[config.mk]
export PLATFORM = sky130hd
export DESIGN_NAME = hpm_mode_ctrl
export DESIGN_NICKNAME = d
export VERILOG_FILES = /design/src/design/hpm_pkg.sv /design/src/design/hpm_pwm_duty.sv /design/src/design/hpm_axil_slave.sv /design/src/design/hpm_mode_ctrl.sv
export VERILOG_INCLUDE_DIRS = /design/src /design/src/design
export SDC_FILE = /design/constraint.sdc
export NUM_CORES = 1
export LEC_CHECK = 0
export ABC_CLOCK_PERIOD_IN_PS = 1900
export CAP_MARGIN = 20
export CORE_MARGIN = 2
export CORE_UTILIZATION = 28
export DETAILED_ROUTE_END_ITERATION = 6
export DONT_BUFFER_PORTS = 1
export HOLD_SLACK_MARGIN = 0.1
export PLACE_DENSITY_LB_ADDON = 0.15
export SKIP_CTS_REPAIR_TIMING = 1
export SKIP_LAST_GASP = 1
export SLEW_MARGIN = 30
export SYNTH_ARGS = -nofsm -noshare
export SYNTH_HDL_FRONTEND = slang
export SYNTH_SLANG_ARGS = --single-unit
[constraint.sdc]
create_clock -name i_mclk -period 1.9 [get_ports i_mclk]
set_input_delay 0.19 -clock i_mclk [delete_from_list [all_inputs] [get_ports i_mclk]]
set_output_delay 0.19 -clock i_mclk [all_outputs]
set_load 0.02 [all_outputs]
[src/design/hpm_defs.svh]
// Register indexes, field positions, reset values and writable masks for haptic mode control
`ifndef HPM_DEFS_SVH
`define HPM_DEFS_SVH

// Register indexes; byte address is four times the index
`define HPM_IDX_MODE    6'h01
`define HPM_IDX_RTV     6'h02
`define HPM_IDX_LIB     6'h03
`define HPM_IDX_FIRE    6'h0c
`define HPM_IDX_RATED   6'h16
`define HPM_IDX_CTRL    6'h1d
`define HPM_IDX_STAT    6'h1e

// Reset values
`define HPM_MODE_RST    8'h40
`define HPM_RTV_RST     8'h00
`define HPM_LIB_RST     8'h00
`define HPM_RATED_RST   8'h3f
`define HPM_CTRL_RST    8'h00

// Writable bits per register
`define HPM_MODE_MASK   8'h47
`define HPM_RTV_MASK    8'hff
`define HPM_LIB_MASK    8'h17
`define HPM_RATED_MASK  8'hff
`define HPM_CTRL_MASK   8'h0a

// Field positions
`define HPM_B_DEVRST    7
`define HPM_B_STBY      6
`define HPM_B_HIZ       4
`define HPM_B_FMT       3
`define HPM_B_ANALOG    1
`define HPM_B_FIRE      0

// Mode field values
`define HPM_M_INT       3'h0
`define HPM_M_EDGE      3'h1
`define HPM_M_LEVEL     3'h2
`define HPM_M_PWM       3'h3
`define HPM_M_AUDIO     3'h4
`define HPM_M_RTP       3'h5
`define HPM_M_DIAG      3'h6
`define HPM_M_CAL       3'h7

// Bus responses
`define HPM_RESP_OKAY   2'h0
`define HPM_RESP_SLVERR 2'h2

// Duty measurement frame: last position of a 255-sample frame
`define HPM_PWM_LAST    8'hfe

`endif

[src/design/hpm_pkg.sv]
// Shared types for haptic playback mode control
package hpm_pkg;

  typedef enum logic [1:0] {
    HPM_ACT_NONE,
    HPM_ACT_SEQ,
    HPM_ACT_DIAG,
    HPM_ACT_CAL
  } hpm_action_e;

  typedef logic [5:0] hpm_idx_t;
  typedef logic [7:0] hpm_byte_t;

endpackage : hpm_pkg

[src/design/hpm_pwm_duty.sv]
// Duty-cycle meter for the PWM drive reference on the trigger pin
`timescale 1ns/100ps
`include "hpm_defs.svh"

module hpm_pwm_duty (
  // Clock and reset
  input  wire logic             i_mclk,
  input  wire logic             i_nrst,
  // Pin and result
  input  wire logic             i_pin,
  output hpm_pkg::hpm_byte_t    o_duty
);
  import hpm_pkg::*;

  hpm_byte_t pos_q;
  hpm_byte_t acc_q;
  hpm_byte_t duty_q;

  // 255 samples per frame so that 100 % lands exactly on 8'hff
  wire       last   = (pos_q == `HPM_PWM_LAST);
  hpm_byte_t acc_nx;
  assign acc_nx = acc_q + {7'h00, i_pin};
  assign o_duty = duty_q;

  always_ff @(posedge i_mclk or negedge i_nrst) begin
    if (!i_nrst) begin
      pos_q  <= 8'h00;
      acc_q  <= 8'h00;
      duty_q <= 8'h00;
    end else begin
      pos_q <= last ? 8'h00 : pos_q + 8'h01;
      acc_q <= last ? 8'h00 : acc_nx;
      if (last) begin
        duty_q <= acc_nx;
      end
    end
  end

endmodule : hpm_pwm_duty

[src/design/hpm_axil_slave.sv]
// AXI4-Lite slave front end: one write and one read at a time
`timescale 1ns/100ps
`include "hpm_defs.svh"

module hpm_axil_slave (
  // Clock and reset
  input  wire logic             i_mclk,
  input  wire logic             i_nrst,
  // Write address and data
  input  wire logic [7:0]       i_axi_awaddr,
  input  wire logic             i_axi_awvalid,
  output logic                  o_axi_awready,
  input  wire logic [31:0]      i_axi_wdata,
  input  wire logic [3:0]       i_axi_wstrb,
  input  wire logic             i_axi_wvalid,
  output logic                  o_axi_wready,
  output logic [1:0]            o_axi_bresp,
  output logic                  o_axi_bvalid,
  input  wire logic             i_axi_bready,
  // Read address and data
  input  wire logic [7:0]       i_axi_araddr,
  input  wire logic             i_axi_arvalid,
  output logic                  o_axi_arready,
  output logic [31:0]           o_axi_rdata,
  output logic [1:0]            o_axi_rresp,
  output logic                  o_axi_rvalid,
  input  wire logic             i_axi_rready,
  // Register side
  output logic                  o_wr_en,
  output hpm_pkg::hpm_idx_t     o_wr_idx,
  output hpm_pkg::hpm_byte_t    o_wr_data,
  input  wire logic             i_wr_hit,
  output hpm_pkg::hpm_idx_t     o_rd_idx,
  input  wire hpm_pkg::hpm_byte_t i_rd_data,
  input  wire logic             i_rd_hit
);
  import hpm_pkg::*;

  logic        aw_full_q;
  logic        w_full_q;
  logic        w_lane_q;
  hpm_idx_t    aw_idx_q;
  hpm_byte_t   w_data_q;
  logic        bvalid_q;
  logic [1:0]  bresp_q;
  logic        rvalid_q;
  logic [1:0]  rresp_q;
  logic [31:0] rdata_q;

  wire wr_go   = aw_full_q && w_full_q && !bvalid_q;
  wire aw_take = i_axi_awvalid && o_axi_awready;
  wire w_take  = i_axi_wvalid && o_axi_wready;
  wire ar_take = i_axi_arvalid && o_axi_arready;

  assign o_axi_awready = !aw_full_q && !bvalid_q;
  assign o_axi_wready  = !w_full_q && !bvalid_q;
  assign o_axi_arready = !rvalid_q;
  assign o_axi_bvalid  = bvalid_q;
  assign o_axi_bresp   = bresp_q;
  assign o_axi_rvalid  = rvalid_q;
  assign o_axi_rresp   = rresp_q;
  assign o_axi_rdata   = rdata_q;
  // Only byte lane 0 carries register data
  assign o_wr_en       = wr_go && w_lane_q;
  assign o_wr_idx      = aw_idx_q;
  assign o_wr_data     = w_data_q;
  assign o_rd_idx      = i_axi_araddr[7:2];

  always_ff @(posedge i_mclk or negedge i_nrst) begin
    if (!i_nrst) begin
      aw_full_q <= 1'b0;
      aw_idx_q  <= 6'h00;
    end else if (aw_take) begin
      aw_full_q <= 1'b1;
      aw_idx_q  <= i_axi_awaddr[7:2];
    end else if (wr_go) begin
      aw_full_q <= 1'b0;
    end
  end

  always_ff @(posedge i_mclk or negedge i_nrst) begin
    if (!i_nrst) begin
      w_full_q <= 1'b0;
      w_lane_q <= 1'b0;
      w_data_q <= 8'h00;
    end else if (w_take) begin
      w_full_q <= 1'b1;
      w_lane_q <= i_axi_wstrb[0];
      w_data_q <= i_axi_wdata[7:0];
    end else if (wr_go) begin
      w_full_q <= 1'b0;
    end
  end

  always_ff @(posedge i_mclk or negedge i_nrst) begin
    if (!i_nrst) begin
      bvalid_q <= 1'b0;
      bresp_q  <= `HPM_RESP_OKAY;
    end else if (wr_go) begin
      bvalid_q <= 1'b1;
      bresp_q  <= i_wr_hit ? `HPM_RESP_OKAY : `HPM_RESP_SLVERR;
    end else if (i_axi_bready) begin
      bvalid_q <= 1'b0;
    end
  end

  always_ff @(posedge i_mclk or negedge i_nrst) begin
    if (!i_nrst) begin
      rvalid_q <= 1'b0;
      rresp_q  <= `HPM_RESP_OKAY;
      rdata_q  <= 32'h0000_0000;
    end else if (ar_take) begin
      rvalid_q <= 1'b1;
      rresp_q  <= i_rd_hit ? `HPM_RESP_OKAY : `HPM_RESP_SLVERR;
      rdata_q  <= i_rd_hit ? {24'h00_0000, i_rd_data} : 32'h0000_0000;
    end else if (i_axi_rready) begin
      rvalid_q <= 1'b0;
    end
  end

endmodule : hpm_axil_slave

[src/design/hpm_mode_ctrl.sv]
// Haptic playback mode and trigger control with its register file
//
// Chosen here: register access over AXI4-Lite.
`timescale 1ns/100ps
`include "hpm_defs.svh"

// Behaviour
// Level-trigger mode: playback-fire bit follows the trigger pin.
// Level-trigger mode: pin rising edge sets playback-fire and starts playback.
// Level-trigger mode: pin falling edge cancels ongoing playback.
// Level-trigger mode: an edge matching the current fire state changes nothing.
// Mode 3: PWM on the trigger pin becomes the drive reference.
// PWM/analog mode drives the actuator continuously without any trigger.
// Pulse-or-analog select switches the pin from PWM decode to analog input.
// Mode 5: the 8-bit real-time drive value is applied to the load.
// Host may rewrite the real-time value anytime; each new value is applied.
// Real-time value is two's-complement signed after reset.
// Format select set makes the real-time value unsigned.
// Host parks after real-time playback via mode 0 or standby.
// Playback-fire uses the library chosen by the 3-bit library select.
// Mode field selects the fired action; mode 0 fires sequence playback.
// Fire bit holds until sequence ends then clears; host clear cancels.
// Host writes rated drive level before starting auto calibration.
// Edge mode: rising edge sets fire; second rising edge before clear cancels.
// Diagnostic and calibration start on fire and self-clear when finished.
module hpm_mode_ctrl (
  // Clock and reset
  input  wire logic             i_mclk,
  input  wire logic             i_nrst,
  // AXI4-Lite write channels
  input  wire logic [7:0]       i_axi_awaddr,
  input  wire logic             i_axi_awvalid,
  output logic                  o_axi_awready,
  input  wire logic [31:0]      i_axi_wdata,
  input  wire logic [3:0]       i_axi_wstrb,
  input  wire logic             i_axi_wvalid,
  output logic                  o_axi_wready,
  output logic [1:0]            o_axi_bresp,
  output logic                  o_axi_bvalid,
  input  wire logic             i_axi_bready,
  // AXI4-Lite read channels
  input  wire logic [7:0]       i_axi_araddr,
  input  wire logic             i_axi_arvalid,
  output logic                  o_axi_arready,
  output logic [31:0]           o_axi_rdata,
  output logic [1:0]            o_axi_rresp,
  output logic                  o_axi_rvalid,
  input  wire logic             i_axi_rready,
  // Trigger pin and its analog sample
  input  wire logic             i_input_trigger_pin,
  input  wire hpm_pkg::hpm_byte_t i_analog_level,
  // Playback engine
  input  wire logic             i_engine_done,
  output logic                  o_fire,
  output logic                  o_start,
  output logic                  o_cancel,
  output hpm_pkg::hpm_action_e  o_action,
  output logic [2:0]            o_effect_library_select,
  output hpm_pkg::hpm_byte_t    o_rated_level,
  // Output stage
  output logic                  o_drive_en,
  output logic [8:0]            o_drive_level,
  output logic                  o_analog_src,
  output logic                  o_output_high_impedance_select,
  output logic                  o_standby
);
  import hpm_pkg::*;

  localparam int NREG = 5;

  // Storage table: index, reset value and writable bits per entry
  localparam hpm_idx_t REG_IDX [NREG] = '{
    `HPM_IDX_MODE, `HPM_IDX_RTV, `HPM_IDX_LIB, `HPM_IDX_RATED, `HPM_IDX_CTRL
  };
  localparam hpm_byte_t REG_RST [NREG] = '{
    `HPM_MODE_RST, `HPM_RTV_RST, `HPM_LIB_RST, `HPM_RATED_RST, `HPM_CTRL_RST
  };
  localparam hpm_byte_t REG_MASK [NREG] = '{
    `HPM_MODE_MASK, `HPM_RTV_MASK, `HPM_LIB_MASK, `HPM_RATED_MASK, `HPM_CTRL_MASK
  };

  // Bus side
  logic        wr_en;
  hpm_idx_t    wr_idx;
  hpm_byte_t   wr_data;
  logic        wr_hit;
  hpm_idx_t    rd_idx;
  hpm_byte_t   rd_data;
  logic        rd_hit;

  // Storage and control state
  hpm_byte_t   reg_q [NREG];
  logic        fire_q;
  logic        start_q;
  logic        cancel_q;
  logic        trig_q;
  hpm_action_e action_q;
  logic        drive_en_q;
  logic [8:0]  drive_level_q;
  hpm_byte_t   duty;

  hpm_axil_slave u_bus (
    .i_mclk        (i_mclk),
    .i_nrst        (i_nrst),
    .i_axi_awaddr  (i_axi_awaddr),
    .i_axi_awvalid (i_axi_awvalid),
    .o_axi_awready (o_axi_awready),
    .i_axi_wdata   (i_axi_wdata),
    .i_axi_wstrb   (i_axi_wstrb),
    .i_axi_wvalid  (i_axi_wvalid),
    .o_axi_wready  (o_axi_wready),
    .o_axi_bresp   (o_axi_bresp),
    .o_axi_bvalid  (o_axi_bvalid),
    .i_axi_bready  (i_axi_bready),
    .i_axi_araddr  (i_axi_araddr),
    .i_axi_arvalid (i_axi_arvalid),
    .o_axi_arready (o_axi_arready),
    .o_axi_rdata   (o_axi_rdata),
    .o_axi_rresp   (o_axi_rresp),
    .o_axi_rvalid  (o_axi_rvalid),
    .i_axi_rready  (i_axi_rready),
    .o_wr_en       (wr_en),
    .o_wr_idx      (wr_idx),
    .o_wr_data     (wr_data),
    .i_wr_hit      (wr_hit),
    .o_rd_idx      (rd_idx),
    .i_rd_data     (rd_data),
    .i_rd_hit      (rd_hit)
  );

  // Pin is sampled every cycle, so the meter runs in every mode
  hpm_pwm_duty u_duty (
    .i_mclk (i_mclk),
    .i_nrst (i_nrst),
    .i_pin  (i_input_trigger_pin),
    .o_duty (duty)
  );

  // Field views
  wire [2:0] mode    = reg_q[0][2:0];
  wire       standby = reg_q[0][`HPM_B_STBY];
  wire [7:0] rtv     = reg_q[1];
  wire       fmt_uns = reg_q[4][`HPM_B_FMT];
  wire       analog  = reg_q[4][`HPM_B_ANALOG];

  // Write decode
  wire wr_mode  = wr_en && (wr_idx == `HPM_IDX_MODE);
  wire wr_fire  = wr_en && (wr_idx == `HPM_IDX_FIRE);
  // Device reset bit is never stored; it restores every default
  wire soft_rst = wr_mode && wr_data[`HPM_B_DEVRST];

  // Register file, one entry per generate pass
  for (genvar g = 0; g < NREG; g++) begin : g_reg
    wire hit = wr_en && (wr_idx == REG_IDX[g]);
    always_ff @(posedge i_mclk or negedge i_nrst) begin
      if (!i_nrst) begin
        reg_q[g] <= REG_RST[g];
      end else if (soft_rst) begin
        reg_q[g] <= REG_RST[g];
      end else if (hit) begin
        reg_q[g] <= wr_data & REG_MASK[g];
      end
    end
  end

  // Read decode and write acceptance
  always_comb begin
    rd_data = 8'h00;
    rd_hit  = 1'b0;
    wr_hit  = (wr_idx == `HPM_IDX_FIRE);
    for (int i = 0; i < NREG; i++) begin
      if (rd_idx == REG_IDX[i]) begin
        rd_data = reg_q[i];
        rd_hit  = 1'b1;
      end
      if (wr_idx == REG_IDX[i]) begin
        wr_hit = 1'b1;
      end
    end
    if (rd_idx == `HPM_IDX_FIRE) begin
      rd_data = {7'h00, fire_q};
      rd_hit  = 1'b1;
    end
    if (rd_idx == `HPM_IDX_STAT) begin
      rd_data = {4'h0, analog, i_input_trigger_pin, drive_en_q, fire_q};
      rd_hit  = 1'b1;
    end
  end

  // Trigger pin edges
  wire trig_rise = i_input_trigger_pin && !trig_q;
  wire trig_fall = !i_input_trigger_pin && trig_q;
  wire m_edge    = (mode == `HPM_M_EDGE);
  wire m_level   = (mode == `HPM_M_LEVEL);

  // Software fire writes; writing the held value does nothing
  wire sw_set  = wr_fire && wr_data[`HPM_B_FIRE] && !fire_q;
  wire sw_clr  = wr_fire && !wr_data[`HPM_B_FIRE] && fire_q;

  // Edge mode: a second rise while firing is a cancel
  wire edg_set = m_edge && trig_rise && !fire_q;
  wire edg_clr = m_edge && trig_rise && fire_q;

  // Level mode: only edges that change the bit take effect
  wire lvl_set = m_level && trig_rise && !fire_q;
  wire lvl_clr = m_level && trig_fall && fire_q;

  // Engine reports sequence or procedure completion
  wire done_clr = i_engine_done && fire_q;

  wire fire_set = (sw_set || edg_set || lvl_set) && !standby && !soft_rst;
  wire fire_clr = sw_clr || edg_clr || lvl_clr || done_clr || standby || soft_rst;

  // A fire write in the cycle of a completion is dropped, as the bit is still set
  wire fire_d = fire_set ? 1'b1 : (fire_clr ? 1'b0 : fire_q);

  always_ff @(posedge i_mclk or negedge i_nrst) begin
    if (!i_nrst) begin
      trig_q   <= 1'b0;
      fire_q   <= 1'b0;
      start_q  <= 1'b0;
      cancel_q <= 1'b0;
    end else begin
      trig_q   <= i_input_trigger_pin;
      fire_q   <= fire_d;
      start_q  <= fire_d && !fire_q;
      // Self-clear on completion is not a cancel
      cancel_q <= !fire_d && fire_q && !i_engine_done;
    end
  end

  // Action that the fire bit launches
  hpm_action_e action_d;
  always_comb begin
    case (mode)
      `HPM_M_INT:   action_d = HPM_ACT_SEQ;
      `HPM_M_EDGE:  action_d = HPM_ACT_SEQ;
      `HPM_M_LEVEL: action_d = HPM_ACT_SEQ;
      `HPM_M_DIAG:  action_d = HPM_ACT_DIAG;
      `HPM_M_CAL:   action_d = HPM_ACT_CAL;
      default:      action_d = HPM_ACT_NONE;
    endcase
  end

  // Continuous drive modes need no trigger
  wire m_pwm      = (mode == `HPM_M_PWM);
  wire m_rtp      = (mode == `HPM_M_RTP);
  wire drive_en_d = !standby && (m_pwm || m_rtp);

  // Drive reference as 9-bit two's complement
  wire [8:0] rtp_level = fmt_uns ? {1'b0, rtv} : {rtv[7], rtv};
  wire [7:0] pin_ref   = analog ? i_analog_level : duty;
  wire [8:0] level_d   = !drive_en_d ? 9'h000 :
                         (m_rtp ? rtp_level : {1'b0, pin_ref});

  always_ff @(posedge i_mclk or negedge i_nrst) begin
    if (!i_nrst) begin
      action_q      <= HPM_ACT_NONE;
      drive_en_q    <= 1'b0;
      drive_level_q <= 9'h000;
    end else begin
      action_q      <= action_d;
      drive_en_q    <= drive_en_d;
      drive_level_q <= level_d;
    end
  end

  // Outputs
  assign o_fire                         = fire_q;
  assign o_start                        = start_q;
  assign o_cancel                       = cancel_q;
  assign o_action                       = action_q;
  assign o_effect_library_select        = reg_q[2][2:0];
  assign o_output_high_impedance_select = reg_q[2][`HPM_B_HIZ];
  // Calibration reads this as its full-scale reference
  assign o_rated_level                  = reg_q[3];
  assign o_drive_en                     = drive_en_q;
  assign o_drive_level                  = drive_level_q;
  assign o_analog_src                   = analog;
  assign o_standby                      = standby;

endmodule : hpm_mode_ctrl

==> impl_metrics.json <==
{
  "path_class": "register to register",
  "yosys.cell_types.count": 55,
  "worstHoldPathType": "input pin to asynchronous set/reset pin",
  "synth_edf_count": 0,
  "dr.pass1.iters": 4,
  "diodes": 0,
  "p_leak_nw": 2.48,
  "drt_iter0_markers": 196,
  "syn-instance-count": 445,
  "setup_viol": 0,
  "p_sw_w": 0.00219,
  "powerDensity_mw_per_mm2": 1170,
  "required_ps": 2140,
  "fin_skew_ps": 9.64,
  "period_share": 0.956,
  "wl_mm": 11.4,
  "rows": 47,
  "combPwrFrac": 0.222,
  "grt_overflow": 0,
  "final_nets": 540,
  "final_util": 0.325,
  "max_slew_margin": 0.620,
  "rsz0062_at_grt": "yes",
  "viasPerCell": 4.56,
  "hold_ws_ps": -463,
  "violations": "negative hold slack",
  "cts_max_level": 3,
  "pre_cts_ws_ps": 94.8,
  "synth_area_per_cell_sq_um": 10.5,
  "drc": 0,
  "synth_seq_area_share": 0.510,
  "antenna_found_initial": 0,
  "r2r_start": "u_bus.o_wr_idx[4]",
  "initial_core_util": 0.284,
  "grt_pass1_wl_mm": 18.2,
  "root_buffer": "clkbuf_16",
  "clk_pin_slew_ps": 70,
  "ir_worst_vdd_v": 0.000825,
  "die_width_um": 133,
  "power.total_w": 0.00626,
  "cts.sinks": 95,
  "drive_gt1_frac": 0.142,
  "slew_viol_final": 0,
  "core_area_sq_mm": 0.0165,
  "worstSetupStartpoint": "u_bus.o_wr_idx[4]",
  "synth_ff_type": "dfrtp_1",
  "internal-power_w": 0.00407,
  "num_vias": 3153,
  "port_buffers": 0,
  "outcome": "finished, violations left",
  "ant_nets": 0,
  "nFillCells": 1732,
  "layout_common_cells": "88 x dfrtp_1, 57 x nor2_1, 34 x nand2_1, 26 x mux2i_1, 26 x conb_1",
  "start_kind": "register",
  "clock_path_buffers": 2,
  "synth_area_sq_mm": 0.00468,
  "area_delta_synth_final_pct": 14.5,
  "io_pins": 139,
  "tns_ps": 0,
  "wl_per_cell_um": 16.5,
  "max-cap-violations": 0,
  "max_freq_ghz": 0.550,
  "worst_pin_slew_ps": 568,
  "insertion_delay_ps": 350,
  "synthArstFlopShare": 1.00,
  "layout_min_cycle_time_ps": 1820,
  "yosysWarnings": 0,
  "cts_tree": "yes",
  "place.gp.congestion": 0.768,
  "fp.dieH_um": 133,
  "crit_path_end_kind": "register",
  "worstPathMaxFanout": 8,
  "final_common_cell": "dfrtp_1",
  "fin_ws_ps": 83.3,
  "sw_frac_of_total": 0.350,
  "power_frac_clock": 0.270,
  "dieArea_sq_mm": 0.0178,
  "track_usage": 0.133,
  "cp.arrival_ps": 2060,
  "pwr-share-seq": 0.508,
  "dpl.hpwl_mm": 8.21,
  "finalHoldViolations": 95,
  "grt_max_degree": 96,
  "grt_pass1_vias": 3155,
  "ys_ff_latch": 95,
  "cts_inserted_buffers": 9
}
## cells by family (layout without fill, tap and decap cells)
family | count (synthesis) | count (layout) | synth area share
flip-flops | 95 | 95 | 0.510
adder cells (fa/ha/maj) | 4 | 4 | 0.0107
AND/OR/NAND/NOR | 146 | 146 | 0.158
buffers and inverters | 65 | 67 | 0.0837
multiplexers | 43 | 43 | 0.0966
XOR/XNOR | 16 | 16 | 0.0300
other | 1 | 26 | 0.000802
AO/OA/AOI/OAI | 75 | 75 | 0.110
## final timing paths
| check | cells past startpoint | to | slack [ps] |
|---|---|---|---|
| setup / recovery | 4 | o_effect_library_select[2] | 80 |
| hold / removal | 0 | mode[0] | -460 |
| setup reg to reg | 4 | o_effect_library_select[2] | 80 |
| hold reg to reg | 1 | u_duty.pos_q[0] | 490 |
| max in group asynchronous | 0 | o_rated_level[5] | 2140 |
| min in group i_mclk | 2 | o_drive_level[3] | 90 |
## cell type report
cell class                 count  area [sq um]  area share
timing repair buffer          41           390      0.0729
sequential                    95          2390       0.445
clock inverter                 7          46.3     0.00864
inverter                      10          37.5     0.00701
clock buffer                   9           225      0.0420
multi-input combinational    310          2000       0.373
tap                          220           275      0.0514
## cell usage after synthesis, types with 2 or more instances
cell type	instances	share of area
a211oi_1	8	0.013
a21oi_1	15	0.016
a221oi_1	3	0.0056
a22o_1	12	0.022
and2_1	5	0.0067
and3_1	4	0.0053
buf_1	3	0.0024
buf_2	4	0.0043
buf_4	38	0.061
clkbuf_1	10	0.0080
dfrtp_1	88	0.47
dfstp_2	7	0.039
ha_1	4	0.011
inv_1	10	0.0080
mux2_2	17	0.041
mux2i_1	26	0.056
nand2_1	35	0.028
nand2b_1	2	0.0027
nand3_1	9	0.0096
nand3b_1	3	0.0048
nand4b_1	2	0.0037
nor2_1	57	0.046
nor2b_1	6	0.0080
nor3_1	2	0.0021
nor4_1	5	0.0067
nor4_2	2	0.0053
o211ai_1	2	0.0032
o21a_1	4	0.0064
o21ai_0	20	0.021
or3_1	2	0.0027
or4bb_1	2	0.0048
xnor2_1	7	0.013
xor2_1	9	0.017
## worst max-delay path, stage by stage, from the launching register on
cell	delay [ps]
dfrtp_1	470
nor4_4	360
or4b_1	630
mux2i_1	200
nor2_1	50
## state kept, by name, indices dropped and copies added (netlist names), 6 cells and up
register	flops
o_drive_level	9
o_rated_level	8
rtv	8
u_bus.o_axi_rdata	8
u_bus.o_wr_data	8
u_bus.o_wr_idx	6
u_duty.acc_q	8
u_duty.o_duty	8
u_duty.pos_q	8
## per-layer routing
layer	track usage	part of all wire
met5	0	0
met4	0.0284	0.0077
met3	0.0540	0.064
met2	0.207	0.46
met1	0.176	0.47
## power by group through the flow
stage	registers [W]	logic, W	clock network [W]
2_1_floorplan	0.00295	0.00126	0
3_3_place_gp	0.00322	0.00133	0
3_5_place_dp	0.00323	0.00135	0
4_1_cts	0.00320	0.00136	0.00177
5_1_grt	0.00327	0.00156	0.00185
6_report	0.00318	0.00139	0.00169
## metrics by stage
| step | std cells | cell area (sq um) |
|---|---|---|
| after CTS | 669 | 5120 |
| final | 692 | 5360 |
| after detailed placement | 653 | 4850 |
| after global routing | 692 | 5360 |
| after global placement | 653 | 4850 |
| after floorplan | 470 | 4770 |
(Power assumes the default switching activity.)
